File: src/rtl/faar_pkg.sv
// constants and state type of the fiber advertisement register bank
package faar_pkg;
	// ========================================================================
	// register byte addresses
	localparam logic [3:0] ADDR_CTRL   = 4'h0;
	localparam logic [3:0] ADDR_ADVERT = 4'h4;
	localparam logic [3:0] ADDR_CFG    = 4'h8;
	localparam logic [3:0] ADDR_ACTIVE = 4'hc;

	// ========================================================================
	// fiber mode field values
	localparam logic [1:0] MODE_1000X = 2'h1;
	localparam logic [1:0] MODE_SGMII = 2'h2;

	// ========================================================================
	// control and config bit positions
	localparam int CTRL_SW_RST  = 15;
	localparam int CTRL_PWR_DN  = 11;
	localparam int CTRL_RESTART = 9;
	localparam int CFG_RPT_EN   = 7;

	// ========================================================================
	// 1000x layout fields
	localparam int ADV_NP      = 15;
	localparam int ADV_RF_HI   = 13;
	localparam int ADV_RF_LO   = 12;
	localparam int ADV_PAUSE_HI = 8;
	localparam int ADV_PAUSE_LO = 7;
	localparam int ADV_HD      = 6;
	localparam logic [15:0] ADV_WMASK  = 16'hb1ff;
	localparam logic [15:0] ADV_HW_RST = 16'h0020;
	localparam logic [15:0] ADV_SW_CLR = 16'hffe0;

	// ========================================================================
	// sgmii system layout constants
	localparam logic [6:0] SGMII_LOW = 7'h01;
	localparam logic [1:0] SGMII_RSV = 2'h0;

	// ========================================================================
	// start-up strap capture
	localparam logic [1:0] BOOT_LOAD = 2'h2;
	localparam logic [1:0] BOOT_DONE = 2'h3;

	typedef struct packed {
		logic [15:0] shadow;
		logic [15:0] active;
		logic [1:0]  mode;
		logic        rpt_en;
		logic        pwr_dn;
		logic        link_prev;
		logic [1:0]  pause_s;
		logic [1:0]  hd_s;
		logic [1:0]  boot;
		logic        ack;
		logic [31:0] rdata;
	} faar_state_t;
endpackage

File: src/rtl/faar_advert.sv
// fiber auto-negotiation advertisement register bank with avalon-mm slave
//
// The Avalon-MM interface to the registers was chosen for this implementation.
`timescale 1ns/1ps
`default_nettype none

// Behaviour
// - The two-bit mode field picks the layout: 01 writable 1000BASE-X, 10 read-only SGMII status.
// - In 1000BASE-X mode writes are stored at once while negotiation keeps the old value.
// - The stored value takes effect on software reset, restart, leaving power down or link loss.
// - Bits 13:12 hold the remote-fault code 00..11 and reset to 00.
// - The remote-fault field carries only what software writes.
// - Hardware reset loads both pause bits 8:7 from the pause-enable strap.
// - Pause code 00 none, 01 symmetric, 10 asymmetric to partner, 11 both.
// - Hardware reset loads half-duplex bit 6 from negotiation strap bit 0.
// - In SGMII mode bit 15 reads the copper link state.
// - In SGMII mode bit 12 reads the resolved duplex, 1 for full.
// - In SGMII mode bits 11:10 read the resolved speed code.
// - In SGMII mode bits 9, 8 and 7 read 0 while the report enable bit is clear.
// - In SGMII mode bit 7 reads the media type, 1 for fiber.
module faar_advert (
	// clock and reset
	input  wire logic        clk_sys,
	input  wire logic        resetn,
	// avalon-mm slave
	input  wire logic [3:0]  address,
	input  wire logic        read,
	input  wire logic        write,
	input  wire logic [31:0] writedata,
	input  wire logic [3:0]  byteenable,
	output logic [31:0]      readdata,
	output logic             waitrequest,
	// strap pins
	input  wire logic        pause_enable_strap,
	input  wire logic        negotiation_config_strap_bit0,
	// fiber link and copper status from on-chip logic
	input  wire logic        fiber_link_up,
	input  wire logic        copper_link_up,
	input  wire logic        copper_full_duplex,
	input  wire logic [1:0]  copper_speed,
	input  wire logic        copper_tx_pause,
	input  wire logic        copper_rx_pause,
	input  wire logic        media_is_fiber,
	// negotiation engine side
	output logic [15:0]      adv_word,
	output logic [1:0]       fiber_mode
);
	faar_pkg::faar_state_t st_q;
	faar_pkg::faar_state_t st_d;

	logic        req;
	logic        acc;
	logic        wr_ctrl;
	logic        wr_adv;
	logic        sw_rst;
	logic        trig;
	logic        boot_done;
	logic [15:0] wmask;
	logic [15:0] rd_word;
	logic [15:0] sgmii_word;
	logic [15:0] adv_wr_val;

	// ========================================================================
	// bus handshake: one wait cycle, then the transfer completes
	assign req         = read | write;
	assign boot_done   = (st_q.boot == faar_pkg::BOOT_DONE);
	assign waitrequest = req & ~st_q.ack;
	assign acc         = req & st_q.ack;
	assign readdata    = st_q.rdata;
	assign adv_word    = st_q.active;
	assign fiber_mode  = st_q.mode;

	// byte lane mask for the 16-bit registers
	assign wmask = {{8{byteenable[1]}}, {8{byteenable[0]}}};

	// write decode
	assign wr_ctrl = acc & write & (address == faar_pkg::ADDR_CTRL);
	assign wr_adv  = acc & write & (address == faar_pkg::ADDR_ADVERT)
		& (st_q.mode == faar_pkg::MODE_1000X);
	assign sw_rst  = wr_ctrl & byteenable[1] & writedata[faar_pkg::CTRL_SW_RST];

	// ========================================================================
	// events that hand the shadow over to the negotiation engine
	always_comb begin
		trig = sw_rst;
		if (wr_ctrl && byteenable[1] && writedata[faar_pkg::CTRL_RESTART]) begin
			trig = 1'b1;
		end
		if (wr_ctrl && byteenable[1] && st_q.pwr_dn && !writedata[faar_pkg::CTRL_PWR_DN]) begin
			trig = 1'b1;
		end
		if (st_q.link_prev && !fiber_link_up) begin
			trig = 1'b1;
		end
	end

	// new shadow on an advert write, only writable bits, rf from software only
	assign adv_wr_val = (st_q.shadow & ~(wmask & faar_pkg::ADV_WMASK))
		| (writedata[15:0] & wmask & faar_pkg::ADV_WMASK);

	// sgmii system status view
	always_comb begin
		sgmii_word = '0;
		sgmii_word[15]    = copper_link_up;
		sgmii_word[14:13] = faar_pkg::SGMII_RSV;
		sgmii_word[12]    = copper_full_duplex;
		sgmii_word[11:10] = copper_speed;
		sgmii_word[9]     = copper_tx_pause & st_q.rpt_en;
		sgmii_word[8]     = copper_rx_pause & st_q.rpt_en;
		sgmii_word[7]     = media_is_fiber & st_q.rpt_en;
		sgmii_word[6:0]   = faar_pkg::SGMII_LOW;
	end

	// ========================================================================
	// read mux
	always_comb begin
		rd_word = '0;
		unique case (address)
			faar_pkg::ADDR_CTRL: begin
				rd_word[faar_pkg::CTRL_PWR_DN] = st_q.pwr_dn;
			end
			faar_pkg::ADDR_ADVERT: begin
				if (st_q.mode == faar_pkg::MODE_1000X) begin
					rd_word = st_q.shadow;
				end else if (st_q.mode == faar_pkg::MODE_SGMII) begin
					rd_word = sgmii_word;
				end
			end
			faar_pkg::ADDR_CFG: begin
				rd_word[1:0] = st_q.mode;
				rd_word[faar_pkg::CFG_RPT_EN] = st_q.rpt_en;
			end
			faar_pkg::ADDR_ACTIVE: begin
				rd_word = st_q.active;
			end
			default: begin
				rd_word = '0;
			end
		endcase
	end

	// ========================================================================
	// next state
	always_comb begin
		st_d = st_q;
		// strap synchronisers, first stage feeds only the second
		st_d.pause_s = {st_q.pause_s[0], pause_enable_strap};
		st_d.hd_s    = {st_q.hd_s[0], negotiation_config_strap_bit0};
		st_d.link_prev = fiber_link_up;
		if (!boot_done) begin
			st_d.boot = st_q.boot + 2'h1;
		end
		// strap values replace the hardware reset constants once settled
		if (st_q.boot == faar_pkg::BOOT_LOAD) begin
			st_d.shadow[faar_pkg::ADV_PAUSE_HI:faar_pkg::ADV_PAUSE_LO] =
				{2{st_q.pause_s[1]}};
			st_d.shadow[faar_pkg::ADV_HD] = st_q.hd_s[1];
			st_d.active[faar_pkg::ADV_PAUSE_HI:faar_pkg::ADV_PAUSE_LO] =
				{2{st_q.pause_s[1]}};
			st_d.active[faar_pkg::ADV_HD] = st_q.hd_s[1];
		end
		// one wait cycle per request, held off until straps are loaded
		st_d.ack = req & ~st_q.ack & boot_done;
		if (req && !st_q.ack) begin
			st_d.rdata = {16'h0000, rd_word};
		end
		// register writes
		if (wr_ctrl && byteenable[1]) begin
			st_d.pwr_dn = writedata[faar_pkg::CTRL_PWR_DN];
		end
		if (acc && write && address == faar_pkg::ADDR_CFG && byteenable[0]) begin
			st_d.mode   = writedata[1:0];
			st_d.rpt_en = writedata[faar_pkg::CFG_RPT_EN];
		end
		if (wr_adv) begin
			st_d.shadow = adv_wr_val;
		end
		// software reset clears the low reserved field, shadow otherwise kept
		if (sw_rst) begin
			st_d.shadow = st_q.shadow & faar_pkg::ADV_SW_CLR;
		end
		if (trig) begin
			st_d.active = st_d.shadow;
		end
	end

	// ========================================================================
	// state register
	always_ff @(posedge clk_sys or negedge resetn) begin
		if (!resetn) begin
			st_q        <= '0;
			st_q.shadow <= faar_pkg::ADV_HW_RST;
			st_q.active <= faar_pkg::ADV_HW_RST;
			st_q.mode   <= faar_pkg::MODE_1000X;
		end else begin
			st_q <= st_d;
		end
	end
endmodule

`default_nettype wire

File: config.mk
export PLATFORM = sky130hd
export DESIGN_NAME = faar_advert
export DESIGN_NICKNAME = d
export VERILOG_FILES = /design/src/rtl/faar_pkg.sv /design/src/rtl/faar_advert.sv
export SDC_FILE = /design/constraint.sdc
export NUM_CORES = 1
export LEC_CHECK = 0
export ABC_AREA = 1
export ABC_CLOCK_PERIOD_IN_PS = 2200
export BUFFER_PORTS_ARGS = -buffer_cell sky130_fd_sc_hd__buf_2
export CORE_MARGIN = 4
export CORE_UTILIZATION = 54
export DETAILED_ROUTE_END_ITERATION = 10
export GPL_TIMING_DRIVEN = 0
export PLACE_DENSITY = 0.92
export SLEW_MARGIN = 20
export SYNTH_ARGS = -nofsm -noshare
export SYNTH_HDL_FRONTEND = slang
export SYNTH_SLANG_ARGS = --single-unit
File: constraint.sdc
create_clock -name clk_sys -period 2.2 [get_ports clk_sys]
set_input_delay 0.66 -clock clk_sys [delete_from_list [all_inputs] [get_ports clk_sys]]
set_output_delay 0.66 -clock clk_sys [all_outputs]
set_load 0.01 [all_outputs]
# After elaboration in Yosys (flattened, before gate mapping)
# Index checks and enable logic that the tools add are counted.
[totals] ff_bits=60 latch_bits=0 mem_bits_rw=0 romBits=0 wordCells=68 memories=0
[op_classes] add_sub_neg=1 mul=0 div_mod_pow=0 magnitude_cmp=0 eq_ne=7 n_shift=0 n_mux=16 bitwise_logic=18 n_reduce_logical=14
[ops] operator="$mux W16" count=4
[ops] operator="$and A16 B16 Y16" count=2
[ops] operator="$not A16 Y16" count=1
[ops] operator="$or A16 B16 Y16" count=1
[ops] operator="$and A1 B1 Y1" count=12
[ops] operator="$pmux W5 S2" count=1
[ops] operator="$logic_and A1 B1 Y1" count=9
[ops] operator="$mux W9" count=1
[ops] operator="$eq A4 B4 Y1 const B" count=2
[ops] operator="$pmux W4 S2" count=1
[ops] operator="$eq A2 B2 Y1 const B" count=3
[ops] operator="$mux W3" count=2
[ops] operator="$pmux W1 S3" count=2
[ops] operator="$pmux W2 S3" count=1
[ops] operator="$pmux W3 S2" count=1
[ops] operator="$eq A4 B3 Y1 const B" count=1
[ops] operator="$logic_not A4 Y1" count=1
[ops] operator="$logic_not A1 Y1" count=3
[ops] operator="$mux W1" count=3
[ops] operator="$add A2 B1 Y2 const B" count=1
[ops] operator="$eq A2 B1 Y1 const B" count=1
[ops] operator="$reduce_bool A2 Y1" count=1
[ops] operator="$not A1 Y1" count=1
[ops] operator="$or A1 B1 Y1" count=1

# Depth between registers and ports, before layout
[logic_depth] depth_word=10 depth_mapped=9

# Least setup slack after synthesis
# No wires, ideal clock.
[synth_path] path_type="input-to-output" start="input write" end="output waitrequest" t_arrival_ps=1150 setup_slack_ps=390 stages=3 cell_sequence="nor2_1 -> nor2_1 -> buf_2"
[synth_via] elab_chain_cells=2
[synth_lines] element="start, declared" line_no="faar_advert.sv:28" text="input wire logic write,"
[synth_lines] element="$or A1 B1 Y1" line_no="faar_advert.sv:65" text="assign req = read | write;"
[synth_lines] element="$and A1 B1 Y1" line_no="faar_advert.sv:67" text="assign waitrequest = req & ~st_q.ack;"
[synth_lines] element="end, declared" line_no="faar_advert.sv:32" text="output logic waitrequest,"
# Every way passes these cells.

# Final worst setup path
# Ends and elaborated chain as after synthesis.

==> results.yml <==
layout:
  num-fill-cells: 450
  layout-drive-gt1-share_pct: 31.4
  layout.nets: 507
  post-route-util_pct: 67.4
  regArea_um2: 1280
  syn2layout_area_growth_pct: 20.5
  n_antenna_cell: 0
  multiInputGateArea_um2: 1140
  instances_no_fill: 522
die:
  fp.coreArea_um2: 5140
  die_area_um2: 6550
  ios: 105
  start_util_pct: 55.9
  die_x_um: 81.0
  die_y_um: 81.0
  rows: 26
sta:
  final.min_clock_period_ns: 2.07
  hold_viol: 0
  setup-violations-final: 0
  relSlewSlack_pct: 57.7
  worst_slew_pin_slew_ns: 0.634
  rsz0062_at_grt: "no"
  max_freq_mhz: 483
  finClkSkew_ns: 0.00626
  min_period_over_period_pct: 94.0
  slew_viol_final: 0
pwr:
  power_w: 0.00202
  vdd_drop_max_mv: 0.490
  power_density_nw_per_um2: 583
  leakagePower_nw: 1.94
routing:
  first_iter_violations: 122
  wl_per_cell_um: 12.5
  firstDrtPassIters: 4
  drt_wl_total_um: 6520
  drc: 0
  detail-route-antenna-nets: 0
  num_vias: 2525
  via_per_inst: 4.84
yosys:
  synth_warnings: 0
  yosysUniqueCellTypes: 31
  synthCells: 361
  seq_area_frac_synth_pct: 44.5
  syn_area_um2: 2870
  avgSynthCellArea_um2: 7.96
  ys_top_cells_by_area: "dfrtp_1 (42%), nand2_1 (14%), buf_4 (13%)"
  synth_top_cell_by_area: "dfrtp_1"
  yosysTopAreaCellShare_pct: 41.8
  synth-seq-cells: 51
cts:
  clock_sinks: 51
  htreeDepth: 2
  clk_path_buf_depth: 2
  cts_made_buffers: 5
  post-cts-setup-buffer-count: 0
  postCtsHoldBufs: 0
  path_clk_slew_ns: 0.09
  cts_tree: "done"
  root_buffer: "clkbuf_8"
  insertion_delay_ns: 0.31
worst_setup_path:
  rrSetupSlack_ns: 0.63
  crit_top_cell: "buf_2"
  cp-start-kind: "input pin"
  cp_cell_sequence: "buf_2, nor2_1, nor2_4, clkbuf_4, buf_2"
  reg2regPathDepth: 7
  critPathCaptureType: "primary output"
  path_class: "input pin to primary output"
  cp_top_family: "buffers and inverters"
  worst-path-buf-inv: 3
  crit_fanout: 10
  crit_path_max_incr_delay_ns: 0.19
  r2r_start: "fiber_mode[0]"
  worstPathArrival_ns: 1.41
  crit_slowest_cell: "nor2_1"
  required_ns: 1.54
  rr_endpoint: "st_q[66]"
flow_run:
  cap_violations: 0
global_routing:
  antenna_found_initial: 0
  grt_pass1_vias: 2458
  grt_use_total_pct: 21.2
  gr-total-overflow: 0
  grt_start_max_net_pins: 52
  grt_pass1_wl_um: 10700
placed_design:
  hpwl_um: 4960
  port_buffers: 63
  placed_cells_incl_taps: 514
  gp_congestion: 0.923
worst_hold_path:
  hold_path_depth: 0
  min_to: "st_q[36]"
  min_from: "st_d[36]"
  hold_class: "register to register"
outcome:
  status: "completed"
==> layout by cell type (no fill, tap or decap), types with 12 or more instances in the layout <==
cell type  instances
nand2_1          108
buf_2             64
buf_4             52
dfrtp_1           48
inv_1             27
o21ai_0           26
nand3_1           22
conb_1            21
nor2_1            19
a21oi_1           12
==> metrics by stage <==
| step | setup TNS, ns | setup WS [ns] | area [um2] | hold WS [ns] |
|---|---|---|---|---|
| finish | 0 | 0.131 | 3460 | 0.355 |
| global route | 0 | 0.0539 | 3460 | 0.362 |
| CTS | 0 | 0.00910 | 3450 | 0.357 |
| detailed placement | -0.132 | -0.132 | 3350 | 0.337 |
| global placement | -0.103 | -0.103 | 3350 | 0.332 |
| floorplan | 0 | 0.390 | 2950 | 0.331 |
==> registers in the layout (all words and copies together), names as in the netlist <==
name and count:
adv_word 12, fiber_mode 2, readdata 15, st_d 2, st_q 20
==> worst reg2reg max path: stages (launching register included) <==
cell	delay (ns)
dfstp_2	0.58
nand2_2	0.10
nor2_4	0.22
nand2_2	0.11
buf_6	0.16
nand2_1	0.06
nand3_1	0.08
and2_1	0.15
==> power by group <==
group | internal, W | switching (W)
logic | 0.000171 | 0.000220
clock network | 0.000288 | 0.000302
registers | 0.000998 | 0.0000408
==> how the worst max path moves through the flow <==
stage	cells after the start	slack (ns)	startpoint	end
floorplan	3	0.39	write	waitrequest
global placement	5	-0.10	write	waitrequest
detailed placement	5	-0.13	write	waitrequest
CTS	5	0.009	write	waitrequest
global route	5	0.05	write	waitrequest
finish	5	0.13	write	waitrequest
==> area by class of cell <==
class / count / share of cell area (%)
sequential: 51 / 36.9
multi-input combinational: 244 / 33.0
buffer: 57 / 12.3
timing repair buffer: 63 / 9.17
inverter: 29 / 3.14
clock buffer: 8 / 2.89
tap: 70 / 2.53
==> cells by family after synthesis <==
| family | count (synthesis) | synth area share, % |
|---|---|---|
| AOI/OAI and AO/OA | 49 | 9.45 |
| xor gates and xnor gates | 1 | 0.305 |
| adders and majority gates | 2 | 0.871 |
| buffers and inverters | 86 | 18.5 |
| DFF | 51 | 44.5 |
| muxes | 1 | 0.348 |
| other | 1 | 0.130 |
| and+or+nand+nor | 170 | 25.8 |
==> layer usage <==
| layer | global-route usage [%] | up-vias | routed length [um] |
|---|---|---|---|
| met2 | 37.6 | 89 | 3350 |
| met1 | 24.4 | 1167 | 2580 |
| li1 | - | 1256 | - |
| met5 | 0 | - | 0 |
| met4 | 9.80 | 0 | 148 |
| met3 | 4.32 | 13 | 450 |
==> cells in the mapped netlist <==
library cell and number:
dfrtp_1 48, o21a_1 1, buf_6 2, o21ai_1 1, buf_4 51, inv_2 2, clkbuf_1 1, nand4_1 7
nor2_4 2, and2_1 3, nand2_2 2, a31oi_1 1, mux2i_1 1, nor2_2 1, xnor2_1 1, ha_1 2
nand3_1 22, conb_1 1, o21ai_2 2, nand3b_1 2, nand2_1 108, a21boi_1 5, inv_1 27, o211ai_1 1
nor2_1 20, buf_2 3, nand3_2 1, o21ai_0 26, nand2_4 2, dfstp_2 3, a21oi_1 12
==> what timing repair did <==
| action | CTS | global route |
|---|---|---|
| gates resized for setup | 1 | 2 |
| pin swaps | 0 | 0 |
| setup endpoints to repair | 1 | 1 |
| endpoints found under the hold margin | 0 | 0 |
Power figures use the tool's default switching activity.
